File: src/rps_params.svh
`ifndef RPS_PARAMS_SVH
`define RPS_PARAMS_SVH

// Clock and timing
`define RPS_CLK_PERIOD_NS   20
`define RPS_MASTER_CLEAR_N_FILT_NS    200
`define RPS_MASTER_CLEAR_N_FILT_CYC   ((`RPS_MASTER_CLEAR_N_FILT_NS + `RPS_CLK_PERIOD_NS - 1) / `RPS_CLK_PERIOD_NS)
`define RPS_POWERUP_TIMER_MS         72
`define RPS_RC_PERIOD_US    32
`define RPS_POWERUP_TIMER_TICKS      ((`RPS_POWERUP_TIMER_MS * 1000) / `RPS_RC_PERIOD_US)
`define RPS_OST_CYCLES      1024
`define RPS_SYNC_FILT_CYC   1

// Register offsets
`define RPS_OFS_CONFIG      8'h00
`define RPS_OFS_FLAGS       8'h04
`define RPS_OFS_EVENT       8'h08
`define RPS_OFS_MASK        8'h0C

// CONFIG fields
`define RPS_CFG_OSC_LO      0
`define RPS_CFG_OSC_HI      1
`define RPS_CFG_POWERUP_TIMER_DIS    2
`define RPS_CFG_BOR_EN      3
`define RPS_CFG_RESET       4'hF

// Oscillator mode codes
`define RPS_OSC_LP          2'h0
`define RPS_OSC_XT          2'h1
`define RPS_OSC_HS          2'h2
`define RPS_OSC_RC          2'h3

// FLAGS fields
`define RPS_FLG_PD          0
`define RPS_FLG_TO          1
`define RPS_FLG_KIND_LO     2
`define RPS_FLG_CORE_RST    5

// Event bits
`define RPS_EVT_POR         0
`define RPS_EVT_MASTER_CLEAR_N_RUN    1
`define RPS_EVT_MASTER_CLEAR_N_SLEEP  2
`define RPS_EVT_WDT_RST     3
`define RPS_EVT_WDT_WAKE    4
`define RPS_EVT_BOR         5
`define RPS_EVT_W           6

`endif

File: src/rps_pkg.sv
package rps_pkg;

   typedef enum logic [2:0] {
      RPS_KIND_NONE,
      RPS_KIND_POR,
      RPS_KIND_MASTER_CLEAR_N_RUN,
      RPS_KIND_MASTER_CLEAR_N_SLEEP,
      RPS_KIND_WDT_RESET,
      RPS_KIND_WDT_WAKE,
      RPS_KIND_BOR
   } rps_kind_t;

   typedef enum logic [2:0] {
      RPS_ST_HOLD,
      RPS_ST_POWERUP_TIMER,
      RPS_ST_OST,
      RPS_ST_WAKE,
      RPS_ST_RUN
   } rps_state_t;

   typedef logic [7:0]  rps_addr_t;
   typedef logic [31:0] rps_data_t;
   typedef logic [15:0] rps_count_t;

endpackage : rps_pkg

File: src/rps_timer_if.sv
`timescale 1ns/1ps
interface rps_timer_if;
   import rps_pkg::*;
   logic       start;
   logic       tick;
   rps_count_t limit;
   logic       done;

   modport ctrl (output start, output tick, output limit, input done);
   modport cnt  (input start, input tick, input limit, output done);
endinterface : rps_timer_if

File: src/rps_sequencer.sv
`timescale 1ns/1ps
`include "rps_params.svh"
module rps_sequencer #(
   parameter int POWERUP_TIMER_TICKS = `RPS_POWERUP_TIMER_TICKS
) (
   // Clock and reset
   input  wire logic       clk,
   input  wire logic       rst_n,
   // Register port
   input  wire rps_pkg::rps_addr_t reg_addr,
   input  wire rps_pkg::rps_data_t reg_wdata,
   input  wire logic       reg_wr,
   input  wire logic       reg_rd,
   output rps_pkg::rps_data_t reg_rdata,
   // Pins and analog monitors
   input  wire logic       master_clear_n,
   input  wire logic       osc_input_pin,
   input  wire logic       rc_osc_clk,
   input  wire logic       por_detect,
   input  wire logic       brownout_detect,
   // Core side
   input  wire logic       watchdog_timer_expired,
   input  wire logic       sleep_active,
   output logic            core_reset,
   output logic            reg_reset,
   output logic            wake_resume,
   output rps_pkg::rps_kind_t reset_kind,
   output logic            timeout_flag,
   output logic            powerdown_flag,
   // Interrupt
   output logic            irq
);
   import rps_pkg::*;

   typedef struct packed {
      rps_state_t           st;
      rps_kind_t            kind;
      logic                 powerup_timer_pend;
      logic                 ost_pend;
      logic                 powerup_timer_go;
      logic                 ost_go;
      logic                 core_reset;
      logic                 reg_reset;
      logic                 wake_resume;
      logic                 to;
      logic                 pd;
      logic [1:0]           osc_sel;
      logic                 powerup_timer_dis;
      logic                 bor_en;
      logic [`RPS_EVT_W-1:0] evt;
      logic [`RPS_EVT_W-1:0] mask;
      rps_data_t            rdata;
      logic                 irq;
      logic                 rc_prev;
      logic                 osc_prev;
      logic                 master_clear_n_prev;
      logic                 por_prev;
      logic                 bor_prev;
   } rps_top_t;

   localparam rps_count_t POWERUP_TIMER_LIMIT = 16'(POWERUP_TIMER_TICKS);
   localparam rps_count_t OST_LIMIT  = 16'(`RPS_OST_CYCLES);

   rps_top_t r_reg;
   rps_top_t r_next;

   logic master_clear_n_f;
   logic osc_f;
   logic rc_f;
   logic por_f;
   logic bor_f;

   rps_timer_if powerup_timer_if ();
   rps_timer_if ost_if ();

   // Master-clear glitch filter
   rps_pin_filter #(.CYCLES(`RPS_MASTER_CLEAR_N_FILT_CYC), .INIT(1'b1)) u_master_clear_n_flt (
      .clk   (clk),
      .rst_n (rst_n),
      .pin   (master_clear_n),
      .level (master_clear_n_f)
   );

   // Oscillator pin synchroniser, crystal or external clock alike
   rps_pin_filter #(.CYCLES(`RPS_SYNC_FILT_CYC), .INIT(1'b0)) u_osc_sync (
      .clk   (clk),
      .rst_n (rst_n),
      .pin   (osc_input_pin),
      .level (osc_f)
   );

   // Internal RC oscillator synchroniser
   rps_pin_filter #(.CYCLES(`RPS_SYNC_FILT_CYC), .INIT(1'b0)) u_rc_sync (
      .clk   (clk),
      .rst_n (rst_n),
      .pin   (rc_osc_clk),
      .level (rc_f)
   );

   // Supply detector synchroniser
   rps_pin_filter #(.CYCLES(`RPS_SYNC_FILT_CYC), .INIT(1'b0)) u_por_sync (
      .clk   (clk),
      .rst_n (rst_n),
      .pin   (por_detect),
      .level (por_f)
   );

   // Brown-out comparator synchroniser
   rps_pin_filter #(.CYCLES(`RPS_SYNC_FILT_CYC), .INIT(1'b0)) u_bor_sync (
      .clk   (clk),
      .rst_n (rst_n),
      .pin   (brownout_detect),
      .level (bor_f)
   );

   // Power-up timer counts RC oscillator ticks
   assign powerup_timer_if.start = r_reg.powerup_timer_go;
   assign powerup_timer_if.tick  = rc_f & ~r_reg.rc_prev;
   assign powerup_timer_if.limit = POWERUP_TIMER_LIMIT;

   rps_tick_counter u_powerup_timer (
      .clk   (clk),
      .rst_n (rst_n),
      .tmr   (powerup_timer_if.cnt)
   );

   // Start-up timer counts oscillator input rising edges
   assign ost_if.start = r_reg.ost_go;
   assign ost_if.tick  = osc_f & ~r_reg.osc_prev;
   assign ost_if.limit = OST_LIMIT;

   rps_tick_counter u_ost (
      .clk   (clk),
      .rst_n (rst_n),
      .tmr   (ost_if.cnt)
   );

   // Sequencer, flags and register port
   always_comb begin
      logic                  crystal;
      logic                  powerup_timer_on;
      logic                  bor_low;
      logic [`RPS_EVT_W-1:0] set_v;
      logic [`RPS_EVT_W-1:0] clr_v;
      crystal = (r_reg.osc_sel != `RPS_OSC_RC);
      powerup_timer_on = ~r_reg.powerup_timer_dis | r_reg.bor_en;
      bor_low = bor_f & r_reg.bor_en;
      set_v   = '0;
      clr_v   = '0;

      r_next             = r_reg;
      r_next.reg_reset   = 1'b0;
      r_next.wake_resume = 1'b0;
      r_next.powerup_timer_go     = 1'b0;
      r_next.ost_go      = 1'b0;
      r_next.rdata       = '0;
      r_next.rc_prev     = rc_f;
      r_next.osc_prev    = osc_f;
      r_next.master_clear_n_prev   = master_clear_n_f;
      r_next.por_prev    = por_f;
      r_next.bor_prev    = bor_low;

      // Timed release path
      unique case (r_reg.st)
         RPS_ST_HOLD: begin
            r_next.core_reset = 1'b1;
            if (r_reg.powerup_timer_pend && powerup_timer_on) begin
               r_next.st      = RPS_ST_POWERUP_TIMER;
               r_next.powerup_timer_go = 1'b1;
            end else if (r_reg.ost_pend && crystal) begin
               r_next.st      = RPS_ST_OST;
               r_next.ost_go  = 1'b1;
            end else begin
               r_next.st         = RPS_ST_RUN;
               r_next.core_reset = 1'b0;
               r_next.powerup_timer_pend  = 1'b0;
               r_next.ost_pend   = 1'b0;
            end
         end
         RPS_ST_POWERUP_TIMER: begin
            if (powerup_timer_if.done) begin
               r_next.powerup_timer_pend = 1'b0;
               r_next.st        = RPS_ST_HOLD;
            end
         end
         RPS_ST_OST: begin
            if (ost_if.done) begin
               r_next.ost_pend = 1'b0;
               r_next.st       = RPS_ST_HOLD;
            end
         end
         RPS_ST_WAKE: begin
            if (ost_if.done) begin
               r_next.st          = RPS_ST_RUN;
               r_next.wake_resume = 1'b1;
            end
         end
         RPS_ST_RUN: begin
            r_next.core_reset = 1'b0;
         end
      endcase

      // Reset causes, highest priority first
      if (por_f && !r_reg.por_prev) begin
         r_next.kind = RPS_KIND_POR;
         r_next.to   = 1'b1;
         r_next.pd   = 1'b1;
         r_next.powerup_timer_pend = 1'b1;
         r_next.ost_pend  = 1'b1;
         r_next.reg_reset = 1'b1;
         set_v[`RPS_EVT_POR] = 1'b1;
      end else if (bor_low && !r_reg.bor_prev) begin
         r_next.kind = RPS_KIND_BOR;
         r_next.to   = 1'b1;
         r_next.pd   = 1'b1;
         r_next.powerup_timer_pend = 1'b1;
         r_next.ost_pend  = 1'b0;
         r_next.reg_reset = 1'b1;
         set_v[`RPS_EVT_BOR] = 1'b1;
      end else if (!master_clear_n_f && r_reg.master_clear_n_prev) begin
         if (sleep_active) begin
            r_next.kind = RPS_KIND_MASTER_CLEAR_N_SLEEP;
            r_next.to   = 1'b1;
            r_next.pd   = 1'b0;
            set_v[`RPS_EVT_MASTER_CLEAR_N_SLEEP] = 1'b1;
         end else begin
            r_next.kind = RPS_KIND_MASTER_CLEAR_N_RUN; // flags unchanged
            set_v[`RPS_EVT_MASTER_CLEAR_N_RUN] = 1'b1;
         end
         r_next.powerup_timer_pend = 1'b0;
         r_next.ost_pend  = 1'b0;
         r_next.reg_reset = 1'b1;
      end else if (watchdog_timer_expired && r_reg.st == RPS_ST_RUN) begin
         if (sleep_active) begin
            r_next.kind = RPS_KIND_WDT_WAKE;
            r_next.to   = 1'b0;
            r_next.pd   = 1'b0;
            set_v[`RPS_EVT_WDT_WAKE] = 1'b1;
            if (crystal) begin
               r_next.st     = RPS_ST_WAKE;
               r_next.ost_go = 1'b1;
            end else begin
               r_next.wake_resume = 1'b1;
            end
         end else begin
            r_next.kind = RPS_KIND_WDT_RESET;
            r_next.to   = 1'b0;
            r_next.pd   = 1'b1;
            r_next.reg_reset  = 1'b1;
            r_next.core_reset = 1'b1;
            r_next.st   = RPS_ST_HOLD;
            set_v[`RPS_EVT_WDT_RST] = 1'b1;
         end
      end

      // Any reset cause, a low master-clear or brown-out holds the core
      if (r_next.reg_reset || !master_clear_n_f || bor_low) begin
         r_next.st         = RPS_ST_HOLD;
         r_next.core_reset = 1'b1;
      end

      // Register writes
      if (reg_wr) begin
         unique case (reg_addr)
            `RPS_OFS_CONFIG: begin
               r_next.osc_sel  = reg_wdata[`RPS_CFG_OSC_HI:`RPS_CFG_OSC_LO];
               r_next.powerup_timer_dis = reg_wdata[`RPS_CFG_POWERUP_TIMER_DIS];
               r_next.bor_en   = reg_wdata[`RPS_CFG_BOR_EN];
            end
            `RPS_OFS_EVENT: clr_v = reg_wdata[`RPS_EVT_W-1:0];
            `RPS_OFS_MASK:  r_next.mask = reg_wdata[`RPS_EVT_W-1:0];
            default: ;
         endcase
      end

      // Sticky events, a new event beats the clear
      r_next.evt = (r_reg.evt & ~clr_v) | set_v;
      r_next.irq = |(r_next.evt & r_next.mask);

      // Register reads, data one cycle later
      if (reg_rd) begin
         unique case (reg_addr)
            `RPS_OFS_CONFIG: r_next.rdata = {28'h0000000, r_reg.bor_en, r_reg.powerup_timer_dis, r_reg.osc_sel};
            `RPS_OFS_FLAGS:  r_next.rdata = {26'h0000000, r_reg.core_reset, r_reg.kind, r_reg.to, r_reg.pd};
            `RPS_OFS_EVENT:  r_next.rdata = {26'h0000000, r_reg.evt};
            `RPS_OFS_MASK:   r_next.rdata = {26'h0000000, r_reg.mask};
            default:         r_next.rdata = 32'h00000000;
         endcase
      end
   end

   // State register; config and flags reset only by rst_n, never by the core resets
   always_ff @(posedge clk) begin
      if (!rst_n) begin
         r_reg            <= '0;
         r_reg.st         <= RPS_ST_HOLD;
         r_reg.kind       <= RPS_KIND_POR;
         r_reg.powerup_timer_pend  <= 1'b1;
         r_reg.ost_pend   <= 1'b1;
         r_reg.core_reset <= 1'b1;
         r_reg.reg_reset  <= 1'b1;
         r_reg.to         <= 1'b1;
         r_reg.pd         <= 1'b1;
         r_reg.osc_sel    <= 2'(`RPS_CFG_RESET >> `RPS_CFG_OSC_LO);
         r_reg.powerup_timer_dis   <= 1'b1;
         r_reg.bor_en     <= 1'b1;
         r_reg.master_clear_n_prev  <= 1'b1;
      end else begin
         r_reg <= r_next;
      end
   end

   // Outputs straight from flip-flops
   assign reg_rdata      = r_reg.rdata;
   assign core_reset     = r_reg.core_reset;
   assign reg_reset      = r_reg.reg_reset;
   assign wake_resume    = r_reg.wake_resume;
   assign reset_kind     = r_reg.kind;
   assign timeout_flag   = r_reg.to;
   assign powerdown_flag = r_reg.pd;
   assign irq            = r_reg.irq;
endmodule : rps_sequencer

File: src/rps_pin_filter.sv
`timescale 1ns/1ps
module rps_pin_filter #(
   parameter int   CYCLES = 1,
   parameter logic INIT   = 1'b0
) (
   // Clock and reset
   input  wire logic clk,
   input  wire logic rst_n,
   // Pin and clean level
   input  wire logic pin,
   output logic      level
);
   import rps_pkg::*;

   typedef struct packed {
      logic       s1;
      logic       s2;
      logic [7:0] cnt;
      logic       out;
   } rps_flt_t;

   localparam logic [7:0] LAST = 8'(CYCLES - 1);

   rps_flt_t r_reg;
   rps_flt_t r_next;

   // Two-flop synchroniser, then a level must stand CYCLES cycles
   always_comb begin
      r_next    = r_reg;
      r_next.s1 = pin;
      r_next.s2 = r_reg.s1;
      if (r_reg.s2 == r_reg.out) begin
         r_next.cnt = 8'h00;
      end else if (r_reg.cnt == LAST) begin
         r_next.out = r_reg.s2;
         r_next.cnt = 8'h00;
      end else begin
         r_next.cnt = r_reg.cnt + 8'h01;
      end
   end

   // State register
   always_ff @(posedge clk) begin
      if (!rst_n) begin
         r_reg <= '{s1: INIT, s2: INIT, cnt: 8'h00, out: INIT};
      end else begin
         r_reg <= r_next;
      end
   end

   assign level = r_reg.out;
endmodule : rps_pin_filter

File: src/rps_tick_counter.sv
`timescale 1ns/1ps
module rps_tick_counter (
   // Clock and reset
   input  wire logic  clk,
   input  wire logic  rst_n,
   // Timer control
   rps_timer_if.cnt   tmr
);
   import rps_pkg::*;

   typedef struct packed {
      rps_count_t cnt;
      logic       busy;
      logic       done;
   } rps_cnt_t;

   rps_cnt_t r_reg;
   rps_cnt_t r_next;

   // Counts ticks after start; one-cycle done at the terminal count
   always_comb begin
      r_next      = r_reg;
      r_next.done = 1'b0;
      if (tmr.start) begin
         r_next.cnt  = '0;
         r_next.busy = 1'b1;
      end else if (r_reg.busy && tmr.tick) begin
         if (r_reg.cnt == tmr.limit - 16'h0001) begin
            r_next.busy = 1'b0;
            r_next.done = 1'b1;
         end
         r_next.cnt = r_reg.cnt + 16'h0001;
      end
   end

   // State register
   always_ff @(posedge clk) begin
      if (!rst_n) begin
         r_reg <= '0;
      end else begin
         r_reg <= r_next;
      end
   end

   assign tmr.done = r_reg.done;
endmodule : rps_tick_counter

File: config.mk
export PLATFORM = sky130hd
export DESIGN_NAME = rps_sequencer
export DESIGN_NICKNAME = d
export VERILOG_FILES = /design/src/rps_pkg.sv /design/src/rps_timer_if.sv /design/src/rps_sequencer.sv /design/src/rps_pin_filter.sv /design/src/rps_tick_counter.sv
export VERILOG_INCLUDE_DIRS = /design/src
export SDC_FILE = /design/constraint.sdc
export NUM_CORES = 1
export LEC_CHECK = 0
export BUFFER_PORTS_ARGS = -buffer_cell sky130_fd_sc_hd__buf_2
export CAP_MARGIN = 10
export CORE_UTILIZATION = 61
export DETAILED_ROUTE_END_ITERATION = 6
export PLACE_DENSITY = 0.85
export SETUP_SLACK_MARGIN = 0.15
export SYNTH_ARGS = -nofsm -noshare
export SYNTH_HDL_FRONTEND = slang
export SYNTH_SLANG_ARGS = --single-unit
File: constraint.sdc
create_clock -name clk -period 5.2 [get_ports clk]
set_clock_uncertainty 0.15 [all_clocks]
set_input_delay 0.78 -clock clk [delete_from_list [all_inputs] [get_ports clk]]
set_output_delay 0.78 -clock clk [all_outputs]
set_load 0.01 [all_outputs]
## After elaboration in Yosys (flattened, before gate mapping)

Index checks and enable logic that the tools add are counted.

| cells by class | value |
|---|---|
| add/sub/neg operators | 7 |
| equality and inequality tests | 23 |
| multiplexer cells | 67 |
| bitwise gates (word level) | 19 |
| reductions and logical operators | 53 |

Operator list:

| operator | count |
|---|---|
| 2-to-1 mux 6 bit | 7 |
| adder 8 x 1 -> 8 bit, second input constant | 5 |
| zero test 8 bit | 5 |
| 2-to-1 mux 2 bit | 17 |
| adder 16 x 1 -> 16 bit, second input constant | 2 |
| 2-to-1 mux 3 bit | 10 |
| 2-to-1 mux 1 bit | 25 |
| == test 8 x 4 -> 1 bit, second input constant | 3 |
| case mux 6 bit (4 select lines) | 1 |
| OR reduction 3 bit | 8 |
| AND reduction 2 bit | 11 |
| == test 16 x 10 -> 1 bit, second input constant | 1 |
| == test 16 x 12 -> 1 bit, second input constant | 1 |
| bitwise AND 6 bit | 2 |
| case mux 3 bit (4 select lines) | 1 |
| inverter 1 bit | 11 |
| 2-to-1 mux 5 bit | 2 |
| nonzero test 2 bit | 5 |
| == test 8 x 3 -> 1 bit, second input constant | 1 |
| logical AND 1 bit | 8 |
| inequality test 4 bit, second input constant | 2 |
| AND reduction 4 bit | 2 |
| OR reduction 2 bit | 4 |
| == test 3 x 2 -> 1 bit, second input constant | 2 |
| other kinds (19) | 33 |

| word-level totals | value |
|---|---|
| register bits | 160 |
| bits of input ports | 51 |

## Depth between registers and ports, before layout

| logic depth | value |
|---|---|
| depth in word-level cells | 14 |
| depth in mapped cells | 7 |
| mapped depth without buffers | 6 |

## Cells and area by module

From an unflattened synthesis, not the netlist that was laid out.

| second synthesis, totals | value |
|---|---|
| cells, all modules | 838 |
| area, all modules | 7,315.8 µm² |

By module, submodules not included:

| module | instances | cells each | area an instance (µm²) | sequential area each (µm²) |
|---|---|---|---|---|
| rps_tick_counter | 2 | 179 | 1,396.3 | 360.3 |
| rps_sequencer | 1 | 232 | 2,217.1 | 860.8 |
| rps_pin_filter at u_bor_sync ... | 4 | 50 | 460.4 | 220.2 |
| rps_pin_filter at u_master_clear_n_flt | 1 | 48 | 464.2 | 220.2 |

## Worst setup path before layout

OpenSTA, ideal clock, no wires.

| path | value |
|---|---|
| kind | input -> register |
| start | input port reg_addr[5] |
| end | register r_reg, in the netlist irq |
| arrival time | 2,485 ps |
| required time | 4,916 ps |
| setup slack | 2,431 ps |
| stages | 7 |
| cells stage by stage | or4_4 buf_6 or3_1 buf_6 mux2_4 a22oi_2 a41oi_1 |

| on the way | value |
|---|---|
| word-level cells in the longest chain between the ends | 8 |
| elaborated cells between the ends (all ways) | 11 |

Ends and longest elaborated chain:

| element | RTL line | RTL |
|---|---|---|
| start: declaration | rps_sequencer.sv:10 | `input wire rps_pkg::rps_addr_t reg_addr,` |
| == test 8 x 4 -> 1 bit | rps_sequencer.sv:264 | `unique case (reg_addr)` |
| 2-to-1 mux 6 bit | rps_sequencer.sv:264 |  |
| 2-to-1 mux 6 bit | rps_sequencer.sv:263 | `if (reg_wr) begin` |
| inverter 6 bit | rps_sequencer.sv:277 | `r_next.evt = (r_reg.evt & ~clr_v) \| set_v;` |
| bitwise AND 6 bit | rps_sequencer.sv:277 |  |
| bitwise OR 6 bit | rps_sequencer.sv:277 |  |
| bitwise AND 6 bit * | rps_sequencer.sv:278 | `r_next.irq = \|(r_next.evt & r_next.mask);` |
| OR reduction 6 bit * | rps_sequencer.sv:278 |  |
| end signal: assignment | rps_sequencer.sv:309 | `r_reg <= r_next;` |
| end: declaration | rps_sequencer.sv:64 | `rps_top_t r_reg;` |

Mark *: on every way between the ends. The rest lies on a longest branch, timed or not.
A chain may end at the register's enable or synchronous reset.

## Worst setup path after layout

Ends and elaborated chain as after synthesis.

==> qor.txt <==
status: finished clean
CTS buffer count: 17
DR WL/cell: 14.16 um
Max Cap Viol: 0
period utilization: 49.37%
dominant synthesized flop cell: dfxtp_1
drt first pass iters: 5
setup ws final: 2633 ps
vias: 4,593
proportion of layout cells with a drive suffix above 1: 12.18%
Via density: 5.554
Rel. slew slack: 46.62%
# rows: 35
Tmin final: 2567 ps
Max Root-Sink Buffers: 2
register bit total from synthesis: 134
endpoints failing hold: 0
final WL: 11.71 mm
register area: 0.002683 mm^2
Final nets: 749
die height: 100.4 um
commonest non-fill, non-tap cell in the layout: dfxtp_1
clock tree from TritonCTS: built
Routed Antenna Nets: 0
CORE AREA: 0.009328 mm^2
Avg Cell Area, Syn: 8.991 um^2
width of the chip: 100.4 um
Worst Setup Path Type: in2reg
Post-synth ARST share: 0%
Layout fillers: 690
GRT Overall Usage: 24.66%
antenna violations before repair: 0
pre-CTS WS: 2169 ps
Setup-failing EPs final: 0
Top Ports: 92
Seq/Total Area, Yosys: 45.41%
Starting Density: 63.33%
synthesized area: 0.005907 mm^2
Port-buffer cells: 39
Final GP Congestion: 0.8525
CTS Sinks: 134
RSZ-0062 raised after global routing: no
R2R setup slack: 3040 ps
largest net degree at the start of global routing: 40
first-pass GRT wire length: 19.47 mm
PwrDens: 337.5 mW/mm^2
Ys Warns: 0
startpoint types: input port
Final Slew Violations: 0
CP Data Required Time: 5440 ps
Pleak: 2.592 nW
Worst-Margin Slew: 793.4 ps
TNS Setup: 0 ps
critical path arrival: 2800 ps
Critical Path Fanout Max: 8
DIE AREA: 0.01008 mm^2
area delta synth->final: 11.06%
max reg flops: 26
EDFF count, synth: 0
Root Driver: clkbuf_8
First DRT Iteration DRCs: 206
Max rail drop VDD: 0.2624 mV
grt total ovfl: 0
dpl cell area: 0.006008 mm^2
htree depth: 4
FMAX: 389.5 MHz
number of global-route vias before repair: 4,338
Final Instance Area: 0.006560 mm^2
diode count: 0
Hold/Removal Path Class: reg2reg
# Post-CTS Setup Buffers: 0
Syn Inst Count: 657
drt drc: 0
CTS resizes: 0
synth unique cells: 56
CTS clock-pin slew for the worst setup and hold paths: 60 ps
hold buffers post-CTS: 0
clk_lat worst skew: 520 ps
area of the multi-input gates: 0.002879 mm^2
most frequent cells in the layout: 134 x dfxtp_1, 98 x nor2_1, 46 x nand3_1
DPL Wire Length: 7.693 mm
kind of end point of the critical path: flop
-- power by group --
| group | total [mW] | internal (mW) | switching [mW] |
|---|---|---|---|
| clock network | 1.10 | 0.658 | 0.439 |
| logic | 0.0720 | 0.0246 | 0.0473 |
| registers | 1.05 | 1.04 | 0.00805 |
| total | 2.21 | 1.72 | 0.494 |
-- Yosys cell counts, types with 13 or more instances --
cell      instances  share of area (%)
xnor2_1          20                3.0
buf_4            35                4.4
and2_1           19                2.0
inv_1            21                1.3
o21ai_0          13                1.1
nor2_1           98                6.2
ha_1             13                2.8
dfxtp_1         134                 45
xor2_1           40                5.9
clkbuf_1         17                1.1
nand2_1          37                2.4
nand3_1          46                3.9
a21oi_1          16                1.4
and3_1           15                1.6
-- critical path: stages --
cell and delay (ps):
buf_2 100, or4_4 590, or3_1 550, mux2_4 360, a2bb2oi_1 270, a41oi_1 150
-- logic make-up after synthesis --
logic type,count (synthesis),share of synthesized area [%]
AOI/OAI and AO/OA,59,6.736
and+or+nand+nor,293,24.97
other,1,0.06348
xor gates and xnor gates,60,8.897
DFF,134,45.41
adders and majority gates,13,2.754
muxes,19,3.728
buffers and inverters,78,7.435
-- layer usage --
metal	up-vias	GRT usage (%)	part of all wire (%)
met4	0	12.26	2.1
met3	26	5.501	4.8
met1	2206	28.62	42
li1	2239	-	-
met5	-	0	0
met2	122	42.83	51
-- worst paths after layout --
kind / cells after the start / start / to
setup / recovery: 6 / reg_addr[5] / irq$_SDFF_PN0_
hold / removal: 1 / u_master_clear_n_flt.r_next[9]$_SDFF_PN1_ / u_master_clear_n_flt.r_reg[9]$_SDFF_PN1_
setup reg to reg: 5 / u_osc_sync.level$_SDFFE_PN0P_ / u_ost.r_reg[16]$_SDFFE_PP0P_
hold reg to reg: 1 / u_master_clear_n_flt.r_next[9]$_SDFF_PN1_ / u_master_clear_n_flt.r_reg[9]$_SDFF_PN1_
-- area by class of cell --
type / instances / area share, %
multi-input cells: 470 / 43.89
flip-flops and latches: 134 / 40.89
clock buffers: 21 / 6.847
repair buffers: 40 / 3.090
well taps: 129 / 2.460
clock inverters: 11 / 1.564
inverters: 22 / 1.259
-- per-stage QoR --
step / hold WS [ps] / instances / util [%] / power, mW
2_1_floorplan: 236.3 / 682 / - / 1.131
3_3_place_gp: 238.1 / 795 / 64.41 / 1.135
3_5_place_dp: 244.0 / 795 / 64.41 / 1.137
4_1_cts: 283.9 / 827 / 70.33 / 2.228
5_1_grt: 296.2 / 827 / 70.33 / 2.275
6_report: 273.4 / 827 / 70.33 / 2.214
No activity file was read; power rests on OpenSTA's default activity.
